File: config.mk
export PLATFORM = sky130hd
export DESIGN_NAME = mpd_top
export DESIGN_NICKNAME = d
export VERILOG_FILES = /design/src/shared/mpd_pkg.sv /design/src/shared/mpd_sync_if.sv /design/src/verilog/mpd_sync.sv /design/src/verilog/mpd_top.sv
export SDC_FILE = /design/constraint.sdc
export NUM_CORES = 1
export LEC_CHECK = 0
export BUFFER_PORTS_ARGS = -buffer_cell sky130_fd_sc_hd__buf_2
export CAP_MARGIN = 15
export CORE_AREA = 2 2 100 102
export DETAILED_ROUTE_END_ITERATION = 8
export DIE_AREA = 0 0 102 104
export GPL_TIMING_DRIVEN = 0
export PLACE_DENSITY = 0.85
export RECOVER_POWER = 50
export SLEW_MARGIN = 15
export SYNTH_ARGS = -nofsm -noshare
export SYNTH_HDL_FRONTEND = slang
export SYNTH_HIERARCHICAL = 1
export SYNTH_SLANG_ARGS = --single-unit
File: constraint.sdc
create_clock -name I_CLK -period 3.2 [get_ports I_CLK]
set_clock_uncertainty 0.1 [all_clocks]
set_input_delay 0.32 -clock I_CLK [delete_from_list [all_inputs] [get_ports I_CLK]]
set_output_delay 0.32 -clock I_CLK [all_outputs]
set_load 0.005 [all_outputs]
File: src/shared/mpd_pkg.sv
// constants and types for the pin readback and microphone control block
package mpd_pkg;

  // ****************************************************************
  // sizes
  // ****************************************************************
  localparam int NUM_PINS  = 14;
  localparam int NUM_BCLK  = 8;
  localparam int NUM_PAIRS = 2;
  localparam int NUM_MICS  = 4;
  localparam int SYNC_W    = NUM_PINS + NUM_BCLK;

  // ****************************************************************
  // types
  // ****************************************************************
  typedef logic [15:0]             mpd_word_t;
  typedef logic [15:0]             mpd_addr_t;
  typedef logic [NUM_PINS-1:0]     mpd_pin_vec_t;
  typedef logic [2:0]              mpd_mode_t;
  typedef mpd_mode_t [NUM_PINS-1:0] mpd_mode_vec_t;
  typedef logic [NUM_BCLK-1:0]     mpd_bclk_vec_t;
  typedef logic [NUM_MICS-1:0]     mpd_mic_vec_t;
  typedef logic [NUM_PAIRS-1:0]    mpd_pair_vec_t;
  typedef logic [2:0]              mpd_cutoff_t;
  typedef mpd_cutoff_t [NUM_PAIRS-1:0] mpd_cutoff_vec_t;

  // ****************************************************************
  // register offsets
  // ****************************************************************
  localparam mpd_addr_t READBACK_BASE  = 16'hF530;
  localparam mpd_addr_t READBACK_LAST  = 16'hF53D;
  localparam mpd_addr_t MIC_CTRL0_ADDR = 16'hF560;
  localparam mpd_addr_t MIC_CTRL1_ADDR = 16'hF561;

  // ****************************************************************
  // reset values
  // ****************************************************************
  localparam mpd_word_t READBACK_RESET = 16'h0000;
  localparam mpd_word_t MIC_CTRL_RESET = 16'h4000;

  // ****************************************************************
  // field positions
  // ****************************************************************
  localparam int PIN_LEVEL_BIT  = 0;
  localparam int HPF_ENABLE_BIT = 3;
  localparam int CLK_SEL_LSB    = 4;
  localparam int CLK_SEL_MSB    = 6;
  localparam int PIN_SEL_LSB    = 8;
  localparam int PIN_SEL_MSB    = 11;
  localparam int CUTOFF_LSB     = 12;
  localparam int CUTOFF_MSB     = 14;

  // ****************************************************************
  // codes
  // ****************************************************************
  localparam mpd_mode_t   MODE_GP_IN      = 3'h0;
  localparam mpd_mode_t   MODE_GP_IN_PORT = 3'h1;
  localparam mpd_mode_t   MODE_MIC_IN     = 3'h4;
  localparam logic [3:0]  PIN_SEL_MAX     = 4'hD;
  localparam mpd_cutoff_t CUTOFF_OFF      = 3'h0;

endpackage

File: src/shared/mpd_sync_if.sv
// carrier between the synchroniser bank and the register block
`timescale 1ns/100ps
interface mpd_sync_if;
  logic [mpd_pkg::SYNC_W-1:0] raw;
  logic [mpd_pkg::SYNC_W-1:0] sync;

  modport drv (input raw, output sync);
  modport use_side (output raw, input sync);
endinterface

File: src/verilog/mpd_sync.sv
// two-stage synchroniser bank for pin levels and bit clocks
`timescale 1ns/100ps
module mpd_sync (
  // clock and reset
  input  wire logic   i_clk,
  input  wire logic   i_reset,
  // raw in, settled out
  mpd_sync_if.drv     bus
);
  import mpd_pkg::*;

  logic [SYNC_W-1:0] stage1_q;
  logic [SYNC_W-1:0] stage2_q;

  // first stage feeds only the second stage
  always_ff @(posedge i_clk) begin
    if (i_reset) begin
      stage1_q <= '0;
      stage2_q <= '0;
    end else begin
      stage1_q <= bus.raw;
      stage2_q <= stage1_q;
    end
  end

  assign bus.sync = stage2_q;

endmodule

File: src/verilog/mpd_top.sv
// pin level readback registers and microphone pair control registers
`timescale 1ns/100ps
module mpd_top (
  // clock and reset
  input  wire logic                    I_CLK,
  input  wire logic                    I_RESET,
  // control port
  input  wire mpd_pkg::mpd_addr_t      I_ADDR,
  input  wire logic                    I_WR_EN,
  input  wire mpd_pkg::mpd_word_t      I_WR_DATA,
  input  wire logic                    I_RD_EN,
  output mpd_pkg::mpd_word_t           O_RD_DATA,
  output logic                         O_RD_VALID,
  // pin configuration held elsewhere
  input  wire mpd_pkg::mpd_pin_vec_t   I_PIN_MULTIPURPOSE_ENABLE,
  input  wire mpd_pkg::mpd_mode_vec_t  I_PIN_FUNCTION_MODE,
  // pins and bit clocks
  input  wire mpd_pkg::mpd_pin_vec_t   I_PIN,
  input  wire mpd_pkg::mpd_bclk_vec_t  I_BIT_CLOCK,
  // microphone data out
  output mpd_pkg::mpd_mic_vec_t        O_MIC_DATA,
  output mpd_pkg::mpd_mic_vec_t        O_MIC_VALID,
  // high-pass settings out
  output mpd_pkg::mpd_pair_vec_t       O_HPF_ENABLE,
  output mpd_pkg::mpd_cutoff_vec_t     O_HPF_CUTOFF
);
  import mpd_pkg::*;

  // ****************************************************************
  // synchronisers
  // ****************************************************************
  mpd_sync_if sync_bus ();

  assign sync_bus.raw = {I_BIT_CLOCK, I_PIN};

  mpd_sync u_sync (
    .i_clk   (I_CLK),
    .i_reset (I_RESET),
    .bus     (sync_bus.drv)
  );

  wire logic [NUM_PINS-1:0] pin_sync  = sync_bus.sync[NUM_PINS-1:0];
  wire logic [NUM_BCLK-1:0] bclk_sync = sync_bus.sync[SYNC_W-1:NUM_PINS];

  // ****************************************************************
  // pin level readback
  // ****************************************************************
  logic [NUM_PINS-1:0] in_mask;
  logic [NUM_PINS-1:0] readback_d;
  logic [NUM_PINS-1:0] readback_q;
  logic [NUM_PINS-1:0] mic_mode;

  for (genvar g = 0; g < NUM_PINS; g++) begin : g_pin
    wire mpd_mode_t mode = I_PIN_FUNCTION_MODE[g];
    wire logic      is_in = (mode == MODE_GP_IN) || (mode == MODE_GP_IN_PORT) ||
                            (mode == MODE_MIC_IN);
    // disabled pins keep their primary function and read back low
    assign in_mask[g]  = I_PIN_MULTIPURPOSE_ENABLE[g] && is_in;
    assign mic_mode[g] = I_PIN_MULTIPURPOSE_ENABLE[g] && (mode == MODE_MIC_IN);
  end

  assign readback_d = pin_sync & in_mask;

  always_ff @(posedge I_CLK) begin
    if (I_RESET) begin
      readback_q <= READBACK_RESET[NUM_PINS-1:0];
    end else begin
      readback_q <= readback_d;
    end
  end

  // ****************************************************************
  // microphone control registers
  // ****************************************************************
  localparam mpd_addr_t CTRL_ADDR [NUM_PAIRS] = '{MIC_CTRL0_ADDR, MIC_CTRL1_ADDR};

  mpd_word_t [NUM_PAIRS-1:0] ctrl_q;
  logic      [NUM_PAIRS-1:0] ctrl_hit;

  for (genvar p = 0; p < NUM_PAIRS; p++) begin : g_ctrl
    assign ctrl_hit[p] = (I_ADDR == CTRL_ADDR[p]);

    always_ff @(posedge I_CLK) begin
      if (I_RESET) begin
        ctrl_q[p] <= MIC_CTRL_RESET;
      end else if (I_WR_EN && ctrl_hit[p]) begin
        ctrl_q[p] <= I_WR_DATA;
      end
    end
  end

  // ****************************************************************
  // register read
  // ****************************************************************
  wire logic       rb_hit   = (I_ADDR >= READBACK_BASE) && (I_ADDR <= READBACK_LAST);
  wire logic [3:0] rb_index = 4'(I_ADDR - READBACK_BASE);
  wire logic       rb_level = rb_hit ? readback_q[rb_index] : 1'b0;
  wire mpd_word_t  rd_word  = rb_hit      ? {15'h0000, rb_level} :
                              ctrl_hit[0] ? ctrl_q[0] :
                              ctrl_hit[1] ? ctrl_q[1] :
                              16'h0000;

  always_ff @(posedge I_CLK) begin
    if (I_RESET) begin
      O_RD_DATA  <= 16'h0000;
      O_RD_VALID <= 1'b0;
    end else begin
      O_RD_VALID <= I_RD_EN;
      if (I_RD_EN) begin
        O_RD_DATA <= rd_word;
      end
    end
  end

  // ****************************************************************
  // microphone pairs
  // ****************************************************************
  logic [NUM_PAIRS-1:0] sel_data;
  logic [NUM_PAIRS-1:0] src_ok;
  logic [NUM_PAIRS-1:0] bclk_sel;
  logic [NUM_PAIRS-1:0] bclk_prev_q;
  logic [NUM_PAIRS-1:0] bclk_rise;
  logic [NUM_PAIRS-1:0] bclk_fall;

  for (genvar p = 0; p < NUM_PAIRS; p++) begin : g_pair
    wire logic [3:0] pin_code = ctrl_q[p][PIN_SEL_MSB:PIN_SEL_LSB];
    wire logic [2:0] clk_code = ctrl_q[p][CLK_SEL_MSB:CLK_SEL_LSB];
    wire logic       code_ok  = (pin_code <= PIN_SEL_MAX);

    assign sel_data[p]  = code_ok ? pin_sync[pin_code] : 1'b0;
    assign src_ok[p]    = code_ok ? mic_mode[pin_code] : 1'b0;
    assign bclk_sel[p]  = bclk_sync[clk_code];
    assign bclk_rise[p] = bclk_sel[p] && !bclk_prev_q[p];
    assign bclk_fall[p] = !bclk_sel[p] && bclk_prev_q[p];

    always_ff @(posedge I_CLK) begin
      if (I_RESET) begin
        bclk_prev_q[p]    <= 1'b0;
        O_MIC_DATA[2*p]   <= 1'b0;
        O_MIC_DATA[2*p+1] <= 1'b0;
        O_MIC_VALID[2*p]   <= 1'b0;
        O_MIC_VALID[2*p+1] <= 1'b0;
        O_HPF_ENABLE[p]   <= 1'b0;
        O_HPF_CUTOFF[p]   <= CUTOFF_OFF;
      end else begin
        bclk_prev_q[p] <= bclk_sel[p];
        // even channel on rising edge, odd channel on falling edge
        O_MIC_VALID[2*p]   <= bclk_rise[p] && src_ok[p];
        O_MIC_VALID[2*p+1] <= bclk_fall[p] && src_ok[p];
        if (bclk_rise[p]) begin
          O_MIC_DATA[2*p] <= sel_data[p];
        end
        if (bclk_fall[p]) begin
          O_MIC_DATA[2*p+1] <= sel_data[p];
        end
        O_HPF_ENABLE[p] <= ctrl_q[p][HPF_ENABLE_BIT];
        O_HPF_CUTOFF[p] <= ctrl_q[p][HPF_ENABLE_BIT] ?
                           ctrl_q[p][CUTOFF_MSB:CUTOFF_LSB] : CUTOFF_OFF;
      end
    end
  end
endmodule

==> impl_table.tex <==
\begin{tabular}{lr}
\hline
Metric & Value \\
\hline
\multicolumn{2}{l}{\textbf{Outcome}} \\
Run status & completed \\
\multicolumn{2}{l}{\textbf{Synthesis}} \\
Netlist area before placement & 5100 um2 \\
Most frequently used cell type in the post-synthesis netlist & dfxtp\_1 \\
Post-synth top area share & 0.491 \\
Share of async-settable or async-resettable flops after synthesis & 0 \\
Mapped Nets & 583 \\
Leading post-synthesis cells by instance count & dfxtp\_1, nor2b\_1, mux2i\_1 \\
Count of flip-flops with a built-in enable after synthesis & 0 \\
Flip-flop and latch count after synthesis & 125 \\
Dominant register cell in the synthesized netlist & dfxtp\_1 \\
Syn Inst Count & 469 \\
Post-synthesis sequential area ratio & 0.491 \\
Synth cell types & 45 \\
Average cell area after synthesis & 10.9 um2 \\
Synthesis warning total & 6 \\
Ranking of synthesized cells by area & dfxtp\_1, mux2i\_1, nor2b\_1, mux4\_2, mux4\_1 \\
Post-synth top area cell & dfxtp\_1 \\
\multicolumn{2}{l}{\textbf{Timing}} \\
Post-route setup TNS & 0 ns \\
Maximum frequency from static timing analysis & 390 MHz \\
Clock period minus worst slack & 2.57 ns \\
Worst slew margin relative to its limit & 0.526 \\
RSZ-0062 raised after global routing & no \\
Final-report max-slew violation count & 0 \\
Total count of hold-check failures in the final report & 0 \\
Final worst-path cycle share & 0.802 \\
Final setup violation count & 0 \\
Worst slew pin tran & 0.702 ns \\
\multicolumn{2}{l}{\textbf{Route}} \\
Total routed wirelength & 13.8 mm \\
Detailed Routing Iterations Pass 1 & 5 \\
Count of unresolved DRC violations after routing & 0 \\
Max layer used & met4 \\
Total length of routed met3 wires & 1.28 mm \\
Iter 0 DRT Violations & 356 \\
Residual antenna-violating net count after detailed routing & 0 \\
Routed via count & 4548 \\
Vias per cell & 5.43 \\
Routed metal-1 wirelength & 5.17 mm \\
Routed met2 length & 6.89 mm \\
Mean routed wirelength per cell & 16.5 um \\
\multicolumn{2}{l}{\textbf{Cells and area}} \\
Total Nets Final & 805 \\
Diode insertion count for antenna repair & 0 \\
Fraction of layout instances using a drive strength above 1 & 0.288 \\
Area growth from synthesis to layout & 39.6\% \\
Final std cells w/o fill & 837 \\
Post-layout instance area & 7120 um2 \\
\multicolumn{2}{l}{\textbf{Worst hold path}} \\
Worst min-delay path startpoint & I\_WR\_DATA[0] \\
Hold-critical path endpoint & ctrl\_q[0] \\
Hold path cells & 3 \\
Worst Hold Class & input pin to register \\
\multicolumn{2}{l}{\textbf{Pwr}} \\
Static leakage power & 3.23 nW \\
Pwr dens & 508 nW/um2 \\
Max VDD drop & 0.000337 V \\
Sum of internal, switching and leakage power & 0.00361 W \\
\multicolumn{2}{l}{\textbf{Global routing}} \\
Maximum number of pins on one net before global-route repair & 17 \\
Global Route Usage Sum & 0.258 \\
Number of global-route vias before repair & 4597 \\
Initial antenna violation count & 0 \\
GRT Residual Overflow & 0 \\
Global-route wire length before repair & 21.3 mm \\
\multicolumn{2}{l}{\textbf{Die}} \\
Chip width & 102 um \\
Core Area & 9550 um2 \\
Initial standard-cell utilization of the core & 0.534 \\
Number of cell rows & 36 \\
I/O Pins & 147 \\
Die Footprint & 10600 um2 \\
Y dimension of the die & 104 um \\
\multicolumn{2}{l}{\textbf{Place}} \\
Area after detailed placement & 5990 um2 \\
Total of buffers placed on input and output ports & 145 \\
Placer's final routability congestion estimate & 0.868 \\
Count of placed standard cells including taps & 747 \\
HPWL after detailed placement & 9.60 mm \\
\multicolumn{2}{l}{\textbf{Critical path}} \\
RR Startpoint & ctrl\_q[24] \\
Critical Path Start Type & input pin \\
Critical Path Fanout Max & 10 \\
Capture point of the worst reg-to-reg path & O\_MIC\_VALID[2] \\
Cell depth of the worst flop-to-flop path & 6 \\
Nature of the critical path endpoint & register \\
CP Class & input pin to register \\
Worst EP required & 3.46 ns \\
Endpoint arrival time on the critical path & 2.83 ns \\
Reg-to-reg setup timing slack & 1.11 ns \\
\multicolumn{2}{l}{\textbf{Clock tree}} \\
TritonCTS clock tree & done \\
Register clock-pin slew on the reported worst setup and hold paths & 0.06 ns \\
CTS root buffer & clkbuf\_8 \\
Total CTS buffers & 17 \\
H-tree depth reported by CTS & 4 \\
Bufs on Longest Clock Path & 2 \\
Number of sinks on the clock net & 125 \\
Clock insertion delay at the later pin of the skew report & 0.51 ns \\
\# resized after CTS & 0 \\
\multicolumn{2}{l}{\textbf{Flow run}} \\
Number of violations of the max-capacitance limit & 0 \\
\hline
\end{tabular}
==> per-stage QoR <==
stage | util | setup WS, ns | hold WS (ns)
finish | 0.745 | 0.635 | 0.00504
global route | 0.745 | 0.502 | 0.0000976
CTS | 0.747 | 0.951 | 0.00238
detailed placement | 0.627 | 0.804 | 0.320
global placement | 0.627 | 0.879 | 0.327
floorplan | - | 1.45 | 0.292
==> final cells by class <==
cell class	count	area [um2]
Fill cell	676	2430
Clock inverter	14	133
Buffer	28	151
Inverter	1	3.75
Timing Repair Buffer	203	1300
Multi-Input combinational cell	315	2430
Clock buffer	18	428
Tap cell	133	166
Sequential cell	125	2500
==> report_power, final <==
part	switching (W)	internal, W	leakage (nW)
logic	0.000103	0.000140	1.94
registers	0.0000139	0.00159	1.02
clock network	0.000711	0.00106	0.269
==> timing repair <==
| item | in CTS | in global routing |
|---|---|---|
| hold endpoints to repair | 54 | 0 |
| hold buffers | 58 | 0 |
| buffers inserted | 0 | 0 |
==> worst max-delay path by stage <==
stage                          end                    start  slack [ns]
floorplan            O_MIC_DATA[1]                ctrl_q[8]        1.45
finish                  ctrl_q[29]                  I_RESET        0.63
global placement        ctrl_q[25]                  I_RESET        0.88
global route            ctrl_q[29]                  I_RESET        0.50
CTS                 O_MIC_VALID[3]  I_PIN_FUNCTION_MODE[39]        0.95
detailed placement      ctrl_q[29]                  I_RESET        0.80
==> state kept, by name, indices dropped and copies added, names as in the netlist <==
name / count
u_sync/bus.sync: 22
u_sync/stage1_q: 22
bclk_prev_q: 2
readback_q: 14
O_HPF_CUTOFF: 6
O_MIC_DATA: 4
O_RD_DATA: 16
ctrl_q: 32
O_MIC_VALID: 4
O_RD_VALID: 1
O_HPF_ENABLE: 2
==> placed cells by master (no fill, tap or decap), types with 4 or more instances in the layout <==
cell / count
mux2_2: 5
dfxtp_1: 125
nand2b_1: 5
buf_4: 4
inv_6: 5
nor2b_1: 55
o21ai_0: 17
nor3b_1: 7
buf_2: 144
nor4bb_1: 12
clkbuf_16: 16
a21oi_1: 16
mux4_2: 10
mux2i_1: 49
nor3_1: 4
nand4bb_1: 13
clkbuf_1: 21
dlygate4sd3_1: 58
and2_1: 6
nand2_1: 25
mux4_1: 6
nor2_1: 40
==> routing by layer <==
layer	vias up	GRT usage
met5	-	0
li1	2121	-
met1	2117	0.290
met4	0	0.134
met2	256	0.438
met3	54	0.0726
==> worst max-delay path, stage by stage <==
cell      delay [ns]
clkbuf_1        0.41
clkbuf_1        0.44
clkbuf_1        0.50
clkbuf_1        0.48
clkbuf_1        0.55
nor2_1          0.12
==> cells by family (layout without fill, tap and decap cells) <==
kind of cell / Yosys count / after routing / share of synthesized area
muxes: 70 / 70 / 0.182
DFF: 125 / 125 / 0.491
and+or+nand+nor: 186 / 186 / 0.223
buffers and inverters: 29 / 264 / 0.0319
AOI/OAI and AO/OA: 59 / 59 / 0.0722
Power figures use the tool's default switching activity.
